==> src/verilog/pif_cfg.svh <==
// Register offsets, field positions, reset values for the peripheral interrupt flag block.
// Assumes a 32-bit AXI4-Lite bus; each register sits in the low byte of one aligned word.
`ifndef PIF_CFG_SVH
`define PIF_CFG_SVH

`define PIF_OFF_ENABLE_ONE 8'h00
`define PIF_OFF_ENABLE_TWO 8'h04
`define PIF_OFF_FLAGS_ONE 8'h08
`define PIF_OFF_FLAGS_TWO 8'h0C
`define PIF_OFF_CONTROL 8'h10
`define PIF_OFF_STATUS 8'h14

`define PIF_RST_BYTE 8'h00
`define PIF_MASK_ENABLE_ONE 8'h7F
`define PIF_MASK_ENABLE_TWO 8'hFD
`define PIF_MASK_FLAGS_ONE_RW 8'h4F
`define PIF_MASK_FLAGS_TWO 8'hFD

// Flags one
`define PIF_B_TIMER1 0
`define PIF_B_TIMER2 1
`define PIF_B_CAPTURE1 2
`define PIF_B_SYNC 3
`define PIF_B_TX_EMPTY 4
`define PIF_B_RX_FULL 5
`define PIF_B_CONV_DONE 6
// Flags two
`define PIF_B_CAPTURE2 0
`define PIF_B_WAKE 2
`define PIF_B_BUS_COLL 3
`define PIF_B_NV_WRITE 4
`define PIF_B_COMP1 5
`define PIF_B_COMP2 6
`define PIF_B_OSC_FAIL 7
// Control register
`define PIF_B_PERIPH_EN 0
`define PIF_B_GLOBAL_EN 1

`define PIF_RESP_OKAY 2'b00
`define PIF_RESP_SLVERR 2'b10

`endif

==> src/verilog/pif_pkg.sv <==
// Types for the peripheral interrupt flag block.
// Assumes pif_cfg.svh is compiled alongside.
package pif_pkg;

  typedef enum logic [1:0] {
    PIF_CCP_CAPTURE = 2'b00,
    PIF_CCP_COMPARE = 2'b01,
    PIF_CCP_PWM = 2'b10,
    PIF_CCP_OFF = 2'b11
  } pif_ccp_mode_t;

  typedef enum logic [1:0] {
    PIF_SSP_SPI = 2'b00,
    PIF_SSP_I2C_SLAVE = 2'b01,
    PIF_SSP_I2C_MASTER = 2'b10,
    PIF_SSP_OFF = 2'b11
  } pif_ssp_mode_t;

  typedef struct packed {
    logic [7:0] enable_one;
    logic [7:0] enable_two;
    logic [7:0] flags_one;
    logic [7:0] flags_two;
    logic periph_en;
    logic global_en;
    logic bvalid;
    logic [1:0] bresp;
    logic rvalid;
    logic [31:0] rdata;
    logic [1:0] rresp;
    logic aw_held;
    logic [7:0] aw_addr;
    logic w_held;
    logic [7:0] w_data;
    logic w_strb0;
    logic irq_req;
    logic rx_read;
    logic tx_write;
  } pif_state_t;

endpackage

==> src/verilog/pif_core.sv <==
// Peripheral interrupt flag and enable registers with AXI4-Lite slave access.
// Assumes event inputs are one-cycle pulses synchronous to clock; the uart
// status levels come straight from the serial port.
//
// Design decisions made here: the address map and register access over AXI4-Lite.
`timescale 1ns/1ps
`include "pif_cfg.svh"

// Summary of operation
// - No request unless peripheral enable set
// - Flags set regardless of any enable
// - Enable-two bit layout, set bit enables
// - Bit 1 of enable/flags two reads zero
// - Flags-one bit 7 reads zero
// - Conversion done sets sticky flag bit 6
// - Rx flag follows buffer full, read-only
// - Tx flag follows buffer empty, read-only
// - Serial transfer sets sticky flag bit 3
// - I2C master sequence completion sets flag
// - Idle start/stop in multi-master sets flag
// - Capture one: capture/compare sets, PWM unused
// - Timer2 period match sets flag bit 1
// - Timer1 overflow sets flag bit 0
// - Oscillator failure sets flags-two bit 7
// - I2C master bus collision sets bit 3
// - Low-power wake-up sets bit 2
// - Capture two: capture/compare sets, PWM unused
// - Global enable passes or blocks everything
// - Peripheral enable passes or blocks peripherals
module pif_core (
  input wire logic clock,
  input wire logic sys_rst,
  input wire logic clk_en,
  input wire logic [7:0] s_axi_awaddr,
  input wire logic s_axi_awvalid,
  output logic s_axi_awready,
  input wire logic [31:0] s_axi_wdata,
  input wire logic [3:0] s_axi_wstrb,
  input wire logic s_axi_wvalid,
  output logic s_axi_wready,
  output logic [1:0] s_axi_bresp,
  output logic s_axi_bvalid,
  input wire logic s_axi_bready,
  input wire logic [7:0] s_axi_araddr,
  input wire logic s_axi_arvalid,
  output logic s_axi_arready,
  output logic [31:0] s_axi_rdata,
  output logic [1:0] s_axi_rresp,
  output logic s_axi_rvalid,
  input wire logic s_axi_rready,
  input wire logic conv_done_evt,
  input wire logic uart_rx_full,
  input wire logic uart_tx_empty,
  input wire pif_pkg::pif_ssp_mode_t ssp_mode,
  input wire logic ssp_xfer_evt,
  input wire logic ssp_seq_done_evt,
  input wire logic ssp_idle_cond_evt,
  input wire logic multi_master,
  input wire logic ssp_collision_evt,
  input wire pif_pkg::pif_ccp_mode_t capture_unit1_mode,
  input wire logic capture_unit1_evt,
  input wire pif_pkg::pif_ccp_mode_t capture_unit2_mode,
  input wire logic capture_unit2_evt,
  input wire logic timer2_match_evt,
  input wire logic timer1_overflow_evt,
  input wire logic osc_fail_evt,
  input wire logic comparator1_evt,
  input wire logic comparator2_evt,
  input wire logic nv_write_done_evt,
  input wire logic lowpower_wake_evt,
  output logic periph_irq,
  output logic uart_rx_data_read,
  output logic uart_tx_data_write
);
  import pif_pkg::*;

  pif_state_t s_r;
  pif_state_t s_nxt;
  logic [7:0] set_one;
  logic [7:0] set_two;
  logic do_write;
  logic do_read;

  // ****************************************
  // Helpers
  // ****************************************
  function automatic logic ccp_counts(input pif_ccp_mode_t mode, input logic evt);
    // In PWM mode the capture flag is not used at all
    ccp_counts = evt && (mode == PIF_CCP_CAPTURE || mode == PIF_CCP_COMPARE);
  endfunction

  function automatic logic [7:0] wr_byte(input logic [7:0] old, input logic [7:0] val,
                                        input logic [7:0] mask, input logic [7:0] setv);
    wr_byte = ((old & ~mask) | (val & mask)) | setv;
  endfunction

  // ****************************************
  // Event collection
  // ****************************************
  always_comb begin
    set_one = 8'h00;
    set_one[`PIF_B_CONV_DONE] = conv_done_evt;
    set_one[`PIF_B_SYNC] = (ssp_xfer_evt && ssp_mode != PIF_SSP_OFF)
      || (ssp_seq_done_evt && ssp_mode == PIF_SSP_I2C_MASTER)
      || (ssp_idle_cond_evt && multi_master && ssp_mode != PIF_SSP_OFF);
    set_one[`PIF_B_CAPTURE1] = ccp_counts(capture_unit1_mode, capture_unit1_evt);
    set_one[`PIF_B_TIMER2] = timer2_match_evt;
    set_one[`PIF_B_TIMER1] = timer1_overflow_evt;
    set_two = 8'h00;
    set_two[`PIF_B_OSC_FAIL] = osc_fail_evt;
    set_two[`PIF_B_COMP2] = comparator2_evt;
    set_two[`PIF_B_COMP1] = comparator1_evt;
    set_two[`PIF_B_NV_WRITE] = nv_write_done_evt;
    set_two[`PIF_B_BUS_COLL] = ssp_collision_evt && ssp_mode == PIF_SSP_I2C_MASTER;
    set_two[`PIF_B_WAKE] = lowpower_wake_evt;
    set_two[`PIF_B_CAPTURE2] = ccp_counts(capture_unit2_mode, capture_unit2_evt);
  end

  // ****************************************
  // Bus handshake
  // ****************************************
  // Address and data may arrive in either order; each is latched until both are held
  // Ready and valid are withheld while frozen, so no beat is accepted and then lost
  assign s_axi_awready = clk_en && !s_r.aw_held && !s_r.bvalid;
  assign s_axi_wready = clk_en && !s_r.w_held && !s_r.bvalid;
  assign s_axi_arready = clk_en && !s_r.rvalid;
  assign do_write = s_r.aw_held && s_r.w_held && !s_r.bvalid;
  assign do_read = s_axi_arvalid && s_axi_arready;

  // ****************************************
  // Next state
  // ****************************************
  always_comb begin
    s_nxt = s_r;
    s_nxt.rx_read = 1'b0;
    s_nxt.tx_write = 1'b0;
    if (s_axi_awvalid && s_axi_awready) begin
      s_nxt.aw_held = 1'b1;
      s_nxt.aw_addr = s_axi_awaddr;
    end
    if (s_axi_wvalid && s_axi_wready) begin
      s_nxt.w_held = 1'b1;
      s_nxt.w_data = s_axi_wdata[7:0];
      s_nxt.w_strb0 = s_axi_wstrb[0];
    end
    if (s_r.bvalid && s_axi_bready) begin
      s_nxt.bvalid = 1'b0;
    end
    if (s_r.rvalid && s_axi_rready) begin
      s_nxt.rvalid = 1'b0;
    end
    // Hardware sets are ORed in after the write so an event never loses to a clear
    s_nxt.flags_one = s_r.flags_one | set_one;
    s_nxt.flags_two = s_r.flags_two | set_two;
    if (do_write) begin
      s_nxt.aw_held = 1'b0;
      s_nxt.w_held = 1'b0;
      s_nxt.bvalid = 1'b1;
      s_nxt.bresp = `PIF_RESP_OKAY;
      unique case (s_r.aw_addr)
        `PIF_OFF_ENABLE_ONE: begin
          if (s_r.w_strb0) s_nxt.enable_one = s_r.w_data & `PIF_MASK_ENABLE_ONE;
        end
        `PIF_OFF_ENABLE_TWO: begin
          if (s_r.w_strb0) s_nxt.enable_two = s_r.w_data & `PIF_MASK_ENABLE_TWO;
        end
        `PIF_OFF_FLAGS_ONE: begin
          if (s_r.w_strb0) begin
            s_nxt.flags_one = wr_byte(s_r.flags_one, s_r.w_data, `PIF_MASK_FLAGS_ONE_RW, set_one);
          end
        end
        `PIF_OFF_FLAGS_TWO: begin
          if (s_r.w_strb0) begin
            s_nxt.flags_two = wr_byte(s_r.flags_two, s_r.w_data, `PIF_MASK_FLAGS_TWO, set_two);
          end
        end
        `PIF_OFF_CONTROL: begin
          if (s_r.w_strb0) begin
            s_nxt.periph_en = s_r.w_data[`PIF_B_PERIPH_EN];
            s_nxt.global_en = s_r.w_data[`PIF_B_GLOBAL_EN];
          end
        end
        `PIF_OFF_STATUS: begin
          // Data registers of the serial port are mapped here only as side-effect strobes
          if (s_r.w_strb0) s_nxt.tx_write = 1'b1;
        end
        default: begin
          s_nxt.bresp = `PIF_RESP_SLVERR;
        end
      endcase
    end
    // Status bits of the serial port are live levels, never stored by software
    s_nxt.flags_one[`PIF_B_RX_FULL] = uart_rx_full;
    s_nxt.flags_one[`PIF_B_TX_EMPTY] = uart_tx_empty;
    s_nxt.flags_one[7] = 1'b0;
    s_nxt.flags_two[1] = 1'b0;
    if (do_read) begin
      s_nxt.rvalid = 1'b1;
      s_nxt.rresp = `PIF_RESP_OKAY;
      s_nxt.rdata = 32'h0000_0000;
      unique case (s_axi_araddr)
        `PIF_OFF_ENABLE_ONE: s_nxt.rdata[7:0] = s_r.enable_one;
        `PIF_OFF_ENABLE_TWO: s_nxt.rdata[7:0] = s_r.enable_two;
        `PIF_OFF_FLAGS_ONE: s_nxt.rdata[7:0] = s_r.flags_one;
        `PIF_OFF_FLAGS_TWO: s_nxt.rdata[7:0] = s_r.flags_two;
        `PIF_OFF_CONTROL: begin
          s_nxt.rdata[`PIF_B_PERIPH_EN] = s_r.periph_en;
          s_nxt.rdata[`PIF_B_GLOBAL_EN] = s_r.global_en;
        end
        `PIF_OFF_STATUS: begin
          // Reading here stands for reading the receive data register
          s_nxt.rdata[0] = s_r.irq_req;
          s_nxt.rx_read = 1'b1;
        end
        default: s_nxt.rresp = `PIF_RESP_SLVERR;
      endcase
    end
    // Software is expected to clear a flag before enabling it; a stale one fires at once
    s_nxt.irq_req = s_r.global_en && s_r.periph_en
      && (|(s_r.flags_one & s_r.enable_one) || |(s_r.flags_two & s_r.enable_two));
  end

  // ****************************************
  // State register
  // ****************************************
  always_ff @(posedge clock or posedge sys_rst) begin
    if (sys_rst) begin
      s_r <= '0;
    end else if (clk_en) begin
      s_r <= s_nxt;
    end
  end

  assign s_axi_bvalid = s_r.bvalid && clk_en;
  assign s_axi_bresp = s_r.bresp;
  assign s_axi_rvalid = s_r.rvalid && clk_en;
  assign s_axi_rdata = s_r.rdata;
  assign s_axi_rresp = s_r.rresp;
  assign periph_irq = s_r.irq_req;
  assign uart_rx_data_read = s_r.rx_read;
  assign uart_tx_data_write = s_r.tx_write;

  // ****************************************
  // Checks
  // ****************************************
  a_no_irq_wo_periph: assert property (@(posedge clock) disable iff (sys_rst)
    (clk_en && !s_r.periph_en) |-> ##1 !periph_irq) else $error("request without peripheral enable");
  a_no_irq_wo_global: assert property (@(posedge clock) disable iff (sys_rst)
    (clk_en && !s_r.global_en) |-> ##1 !periph_irq) else $error("request without global enable");
  a_irq_follows_flag: assert property (@(posedge clock) disable iff (sys_rst)
    (clk_en && s_r.global_en && s_r.periph_en && |(s_r.flags_two & s_r.enable_two)) |=> periph_irq)
    else $error("enabled flag gave no request");
  a_flag_conv_sets: assert property (@(posedge clock) disable iff (sys_rst)
    (clk_en && conv_done_evt) |=> s_r.flags_one[`PIF_B_CONV_DONE]) else $error("conversion flag not set");
  a_flag_two_sets: assert property (@(posedge clock) disable iff (sys_rst)
    (clk_en && osc_fail_evt) |=> s_r.flags_two[`PIF_B_OSC_FAIL]) else $error("osc fail flag not set");
  a_unimpl_zero: assert property (@(posedge clock) disable iff (sys_rst)
    !s_r.flags_two[1] && !s_r.enable_two[1] && !s_r.flags_one[7]) else $error("unimplemented bit set");
  a_rx_level: assert property (@(posedge clock) disable iff (sys_rst)
    clk_en |=> s_r.flags_one[`PIF_B_RX_FULL] == $past(uart_rx_full)) else $error("rx flag mismatch");
  a_pwm_ignored: assert property (@(posedge clock) disable iff (sys_rst)
    (clk_en && capture_unit1_mode == PIF_CCP_PWM && !s_r.flags_one[2] && !do_write) |=> !s_r.flags_one[2])
    else $error("capture flag set in pwm");
  a_set_beats_clear: assert property (@(posedge clock) disable iff (sys_rst)
    (clk_en && timer1_overflow_evt) |=> s_r.flags_one[`PIF_B_TIMER1]) else $error("event lost to clear");

  // ****************************************
  // Checks on each event source
  // ****************************************
  // Software writes to a flag register, the only way a stored flag may drop
  logic wr_flags_one;
  logic wr_flags_two;
  assign wr_flags_one = do_write && s_r.w_strb0 && s_r.aw_addr == `PIF_OFF_FLAGS_ONE;
  assign wr_flags_two = do_write && s_r.w_strb0 && s_r.aw_addr == `PIF_OFF_FLAGS_TWO;
  a_sync_xfer_sets: assert property (@(posedge clock) disable iff (sys_rst)
    (clk_en && ssp_xfer_evt && ssp_mode != PIF_SSP_OFF) |=> s_r.flags_one[`PIF_B_SYNC])
    else $error("transfer flag not set");
  a_sync_seq_sets: assert property (@(posedge clock) disable iff (sys_rst)
    (clk_en && ssp_seq_done_evt && ssp_mode == PIF_SSP_I2C_MASTER) |=> s_r.flags_one[`PIF_B_SYNC])
    else $error("sequence flag not set");
  a_sync_idle_sets: assert property (@(posedge clock) disable iff (sys_rst)
    (clk_en && ssp_idle_cond_evt && multi_master && ssp_mode != PIF_SSP_OFF) |=> s_r.flags_one[`PIF_B_SYNC])
    else $error("idle condition flag not set");
  a_cap1_sets: assert property (@(posedge clock) disable iff (sys_rst)
    (clk_en && capture_unit1_evt && (capture_unit1_mode == PIF_CCP_CAPTURE || capture_unit1_mode == PIF_CCP_COMPARE))
    |=> s_r.flags_one[`PIF_B_CAPTURE1]) else $error("capture one flag not set");
  a_timer2_sets: assert property (@(posedge clock) disable iff (sys_rst)
    (clk_en && timer2_match_evt) |=> s_r.flags_one[`PIF_B_TIMER2])
    else $error("timer two flag not set");
  a_comp2_sets: assert property (@(posedge clock) disable iff (sys_rst)
    (clk_en && comparator2_evt) |=> s_r.flags_two[`PIF_B_COMP2])
    else $error("comparator two flag not set");
  a_comp1_sets: assert property (@(posedge clock) disable iff (sys_rst)
    (clk_en && comparator1_evt) |=> s_r.flags_two[`PIF_B_COMP1])
    else $error("comparator one flag not set");
  a_nv_write_sets: assert property (@(posedge clock) disable iff (sys_rst)
    (clk_en && nv_write_done_evt) |=> s_r.flags_two[`PIF_B_NV_WRITE])
    else $error("memory write flag not set");
  a_bus_coll_sets: assert property (@(posedge clock) disable iff (sys_rst)
    (clk_en && ssp_collision_evt && ssp_mode == PIF_SSP_I2C_MASTER) |=> s_r.flags_two[`PIF_B_BUS_COLL])
    else $error("collision flag not set");
  a_wake_sets: assert property (@(posedge clock) disable iff (sys_rst)
    (clk_en && lowpower_wake_evt) |=> s_r.flags_two[`PIF_B_WAKE])
    else $error("wake flag not set");
  a_cap2_sets: assert property (@(posedge clock) disable iff (sys_rst)
    (clk_en && capture_unit2_evt && (capture_unit2_mode == PIF_CCP_CAPTURE || capture_unit2_mode == PIF_CCP_COMPARE))
    |=> s_r.flags_two[`PIF_B_CAPTURE2]) else $error("capture two flag not set");
  a_sync_off_quiet: assert property (@(posedge clock) disable iff (sys_rst)
    (clk_en && ssp_mode == PIF_SSP_OFF && !s_r.flags_one[`PIF_B_SYNC] && !wr_flags_one)
    |=> !s_r.flags_one[`PIF_B_SYNC]) else $error("serial flag set while port off");
  a_coll_master_only: assert property (@(posedge clock) disable iff (sys_rst)
    (clk_en && ssp_mode != PIF_SSP_I2C_MASTER && !s_r.flags_two[`PIF_B_BUS_COLL] && !wr_flags_two)
    |=> !s_r.flags_two[`PIF_B_BUS_COLL]) else $error("collision flag set outside master mode");

  // ****************************************
  // Checks on stored and live flags and on the serial port strobes
  // ****************************************
  // A stored flag only drops on a software write to its register
  a_cap2_pwm_quiet: assert property (@(posedge clock) disable iff (sys_rst)
    (clk_en && capture_unit2_mode == PIF_CCP_PWM && !s_r.flags_two[`PIF_B_CAPTURE2] && !wr_flags_two)
    |=> !s_r.flags_two[`PIF_B_CAPTURE2]) else $error("capture two flag set in pwm");
  a_tx_level: assert property (@(posedge clock) disable iff (sys_rst)
    clk_en |=> s_r.flags_one[`PIF_B_TX_EMPTY] == $past(uart_tx_empty))
    else $error("tx flag mismatch");
  a_conv_sticky: assert property (@(posedge clock) disable iff (sys_rst)
    (clk_en && s_r.flags_one[`PIF_B_CONV_DONE] && !wr_flags_one) |=> s_r.flags_one[`PIF_B_CONV_DONE])
    else $error("conversion flag dropped");
  a_osc_sticky: assert property (@(posedge clock) disable iff (sys_rst)
    (clk_en && s_r.flags_two[`PIF_B_OSC_FAIL] && !wr_flags_two) |=> s_r.flags_two[`PIF_B_OSC_FAIL])
    else $error("osc fail flag dropped");
  a_wake_sticky: assert property (@(posedge clock) disable iff (sys_rst)
    (clk_en && s_r.flags_two[`PIF_B_WAKE] && !wr_flags_two) |=> s_r.flags_two[`PIF_B_WAKE])
    else $error("wake flag dropped");
  a_timer2_sticky: assert property (@(posedge clock) disable iff (sys_rst)
    (clk_en && s_r.flags_one[`PIF_B_TIMER2] && !wr_flags_one) |=> s_r.flags_one[`PIF_B_TIMER2])
    else $error("timer two flag dropped");
  a_sync_sticky: assert property (@(posedge clock) disable iff (sys_rst)
    (clk_en && s_r.flags_one[`PIF_B_SYNC] && !wr_flags_one) |=> s_r.flags_one[`PIF_B_SYNC])
    else $error("serial flag dropped");
  a_write_clears: assert property (@(posedge clock) disable iff (sys_rst)
    (clk_en && wr_flags_one && !s_r.w_data[`PIF_B_TIMER1] && !timer1_overflow_evt)
    |=> !s_r.flags_one[`PIF_B_TIMER1]) else $error("write of zero did not clear");
  a_rx_pulse: assert property (@(posedge clock) disable iff (sys_rst)
    (clk_en && do_read && s_axi_araddr == `PIF_OFF_STATUS) |=> uart_rx_data_read)
    else $error("no receive read strobe");
  a_tx_pulse: assert property (@(posedge clock) disable iff (sys_rst)
    (clk_en && do_write && s_r.w_strb0 && s_r.aw_addr == `PIF_OFF_STATUS) |=> uart_tx_data_write)
    else $error("no transmit write strobe");

  // ****************************************
  // Checks on the request
  // ****************************************
  a_irq_one_flag: assert property (@(posedge clock) disable iff (sys_rst)
    (clk_en && s_r.global_en && s_r.periph_en && |(s_r.flags_one & s_r.enable_one)) |=> periph_irq)
    else $error("enabled flag one gave no request");
  a_no_irq_unmasked: assert property (@(posedge clock) disable iff (sys_rst)
    (clk_en && !(|(s_r.flags_one & s_r.enable_one)) && !(|(s_r.flags_two & s_r.enable_two))) |=> !periph_irq)
    else $error("request with no enabled flag");

  // ****************************************
  // Coverage
  // ****************************************
  // Freeze and set-with-clear are the corners that tests reach least
  c_irq_raised: cover property (@(posedge clock) disable iff (sys_rst) $rose(periph_irq));
  c_write_done: cover property (@(posedge clock) disable iff (sys_rst) s_axi_bvalid && s_axi_bready);
  c_read_done: cover property (@(posedge clock) disable iff (sys_rst) s_axi_rvalid && s_axi_rready);
  c_set_with_clear: cover property (@(posedge clock) disable iff (sys_rst)
    clk_en && wr_flags_one && timer1_overflow_evt);
  c_frozen_event: cover property (@(posedge clock) disable iff (sys_rst)
    !clk_en && ((|set_one) || (|set_two)));

endmodule // pif_core

==> config.mk <==
export PLATFORM = sky130hd
export DESIGN_NAME = pif_core
export DESIGN_NICKNAME = d
export VERILOG_FILES = /design/src/verilog/pif_pkg.sv /design/src/verilog/pif_core.sv
export VERILOG_INCLUDE_DIRS = /design/src /design/src/verilog
export SDC_FILE = /design/constraint.sdc
export NUM_CORES = 1
export LEC_CHECK = 0
export BUFFER_PORTS_ARGS = -buffer_cell sky130_fd_sc_hd__buf_2
export CORE_MARGIN = 2
export CORE_UTILIZATION = 42
export DETAILED_ROUTE_END_ITERATION = 10
export GPL_ROUTABILITY_DRIVEN = 1
export PLACE_DENSITY = 0.69
export SYNTH_ARGS = -nofsm -noshare
export SYNTH_HDL_FRONTEND = slang
export SYNTH_SLANG_ARGS = --single-unit
==> constraint.sdc <==
create_clock -name clock -period 3.05 [get_ports clock]
set_input_delay 0.305 -clock clock [delete_from_list [all_inputs] [get_ports clock]]
set_output_delay 0.305 -clock clock [all_outputs]
set_load 0.005 [all_outputs]
==> impl_metrics.env <==
export IMPL_outcome="complete, no violations"
export IMPL_arrival_ps=2200
export IMPL_cts_resized_gates=0
export IMPL_grt_max_degree=47
export IMPL_clk_path_buf_depth=2
export IMPL_worstMarginPinSlew_ps=918
export IMPL_fillers=747
export IMPL_cts_tree="built"
export IMPL_leakagePower_nw=1.85
export IMPL_wl_per_cell_um=13.7
export IMPL_drt_iter0_markers=106
export IMPL_port_buffers=71
export IMPL_synth_mux_area_fraction_pct=20.5
export IMPL_worst_endpoint_required_ps=3240
export IMPL_avgSynthCellArea_um2=11.3
export IMPL_dr_pass1_iters=4
export IMPL_die_area_mm2=0.00843
export IMPL_layout_drive_gt1_share_pct=37.9
export IMPL_fin_area_mm2=0.00374
export IMPL_cts_buffers=9
export IMPL_cts_root_buf="clkbuf_8"
export IMPL_coreArea_mm2=0.00761
export IMPL_slew_viol_final=0
export IMPL_die_w_um=91.8
export IMPL_r2r_start="s_r[59]"
export IMPL_final_setup_tns_ps=0
export IMPL_rsz0062_at_grt="false"
export IMPL_placed_cell_area_mm2=0.00352
export IMPL_yosysSeqAreaShare_pct=49.4
export IMPL_gp_congestion=0.852
export IMPL_synth_area_mm2=0.00324
export IMPL_yosys_area_share_simple_pct=12.4
export IMPL_fin_nets=434
export IMPL_setup_violations_final=0
export IMPL_yosysWarnings=0
export IMPL_clk_pin_slew_ps=60
export IMPL_htreeDepth=3
export IMPL_cellPowerDensity_mw_per_mm2=646
export IMPL_postSynthCellCount=286
export IMPL_wirelength_mm=6.29
export IMPL_cts_sinks=64
export IMPL_vdd_drop_max_v=0.000316
export IMPL_crit_type="reg2reg"
export IMPL_synthXorXnorAreaFrac_pct=0
export IMPL_hold_violations=0
export IMPL_cap_violations=0
export IMPL_ant_nets=0
export IMPL_rows=32
export IMPL_synth_compound_area_share_pct=6.80
export IMPL_fin_crit_ps=2010
export IMPL_fmax_mhz=497
export IMPL_antenna_found_initial=0
export IMPL_hold_buffers=0
export IMPL_ys_ff_latch=64
export IMPL_grt_overflow=0
export IMPL_die_h_um=91.8
export IMPL_clk_latency_ps=330
export IMPL_setup_worst_path_end_class="flip-flop"
export IMPL_yosysUniqueCellTypes=39
export IMPL_vias=2250
export IMPL_viasPerCell=4.91
export IMPL_synth_fa_ha_area_share_pct=0
export IMPL_grt_total_usage_pct=15.8
export IMPL_ios=127
export IMPL_area_growth_pct=15.5
export IMPL_post_cts_buffers=0
export IMPL_fin_worst_skew_ps=7.19
export IMPL_worstSetupStartpointType="flip-flop"
export IMPL_first_global_vias=2182
export IMPL_slew_headroom_pct=38.7
export IMPL_crit_fanout=10
export IMPL_hpwl_mm=4.70
export IMPL_start_util_pct=42.6
export IMPL_synth_top_family_by_area="multiplexers"
export IMPL_drc=0
export IMPL_crit_start="s_r[59]"
export IMPL_grt_pass1_wl_mm=10.4
export IMPL_holdCritPathClass="in2reg"
export IMPL_num_antenna_cells=0
export IMPL_fin_crit_sh_pct=66.0
export IMPL_min_from="s_axi_rready"
[final timing paths]
path	endpoint	cells past startpoint	slack, ps
hold reg to reg	s_axi_rdata[1]	2	470
setup reg to reg	s_r[65]	4	1040
max in group asynchronous	s_r[92]	3	2140
min in group asynchronous	s_r[56]	2	160
setup / recovery	s_r[65]	4	1040
hold / removal	s_r[56]	2	140
[final cells by class]
type / count / area, um2 / area share, %
multi-input combinational: 193 / 1380 / 37.0
clock inverter: 2 / 35.0 / 0.936
tap: 102 / 128 / 3.41
sequential: 64 / 1600 / 42.8
clock buffer: 14 / 183 / 4.88
timing repair buffer: 74 / 378 / 10.1
inverter: 9 / 33.8 / 0.903
[critical path: stages (launching register included)]
cell and delay [ps]:
dfrtp_1 410, and4b_1 480, nand4_1 560, nor3_1 350, a21oi_1 60
[synthesized netlist by cell type]
| library cell | n | area share (%) |
|---|---|---|
| o41ai_1 | 2 | 0.54 |
| a222oi_1 | 1 | 0.31 |
| a41oi_1 | 1 | 0.27 |
| and2_1 | 4 | 0.77 |
| dfrtp_1 | 64 | 49 |
| mux2_4 | 2 | 0.93 |
| and3b_1 | 1 | 0.27 |
| nor3_2 | 1 | 0.31 |
| mux2i_1 | 14 | 4.3 |
| nand3_2 | 1 | 0.31 |
| a21o_1 | 1 | 0.23 |
| buf_4 | 38 | 8.8 |
| nand4_1 | 5 | 0.97 |
| a22oi_1 | 1 | 0.23 |
| a211oi_1 | 2 | 0.46 |
| or4_4 | 1 | 0.35 |
| or2_2 | 1 | 0.19 |
| nor2b_1 | 5 | 0.97 |
| mux4_2 | 5 | 3.5 |
| nand3b_1 | 1 | 0.23 |
| or3_1 | 1 | 0.19 |
| and4_1 | 1 | 0.27 |
| nor3_1 | 6 | 0.93 |
| nor2_1 | 10 | 1.2 |
| o22ai_1 | 2 | 0.39 |
| mux2_2 | 34 | 12 |
| nand2_1 | 34 | 3.9 |
| conb_1 | 1 | 0.12 |
| a21oi_1 | 10 | 1.5 |
| a31oi_1 | 2 | 0.39 |
| clkbuf_1 | 5 | 0.58 |
| nand2b_1 | 3 | 0.58 |
| buf_2 | 2 | 0.31 |
| o21ai_0 | 7 | 1.1 |
| inv_1 | 9 | 1.0 |
| nor4bb_1 | 1 | 0.31 |
| a22o_1 | 2 | 0.54 |
| a221oi_1 | 3 | 0.81 |
| and4b_1 | 2 | 0.62 |
[stage by stage]
step	utilization (%)	cells	power [mW]	setup slack (ps)	hold WS (ps)
6_report	49.2	458	2.42	1040	144
5_1_grt	49.2	458	2.56	867	155
4_1_cts	49.2	458	2.44	1000	134
3_5_place_dp	46.3	442	1.66	1010	464
3_3_place_gp	46.3	442	1.64	1070	457
2_1_floorplan	-	311	1.54	1150	391
[state kept, by name (all words and copies together) (netlist names)]
name and flops:
s_axi_rresp 1, s_axi_rdata 8, s_axi_bresp 1, uart_rx_data_read 1, periph_irq 1, uart_tx_data_write 1
s_r 51
[cell families (layout without fill, tap and decap cells)]
kind of cell | after synthesis | in the layout
other cells | 1 | 26
simple gates | 78 | 78
compound gates | 34 | 34
mux | 55 | 55
flops | 64 | 64
buf+inv | 54 | 99
[layout by cell type (no fill, tap or decap), drive strengths merged, types with 2 or more instances in the layout]
cell type,n
mux4,5
nand2,34
a211oi,2
o22ai,2
mux2i,14
nor2,10
and4b,2
a22o,2
nor3,7
a221oi,3
inv,9
nand2b,3
nand4,5
clkbuf,14
a21oi,10
conb,26
o21ai,7
buf,74
o41ai,2
mux2,36
nor2b,5
a31oi,2
and2,4
dfrtp,64
[power breakdown]
group	internal (mW)	total, mW	leakage (nW)	switching [mW]
Clock	0.466	0.773	0.113	0.307
Sequential	1.02	1.19	0.773	0.167
Combinational	0.256	0.454	0.961	0.198
[routing by layer]
layer | routed length (um) | track usage [%]
met1 | 2940 | 20.9
met2 | 2920 | 25.2
met3 | 350 | 3.53
met4 | 79 | 6.34
met5 | 0 | 0
(Power assumes the default switching activity.)
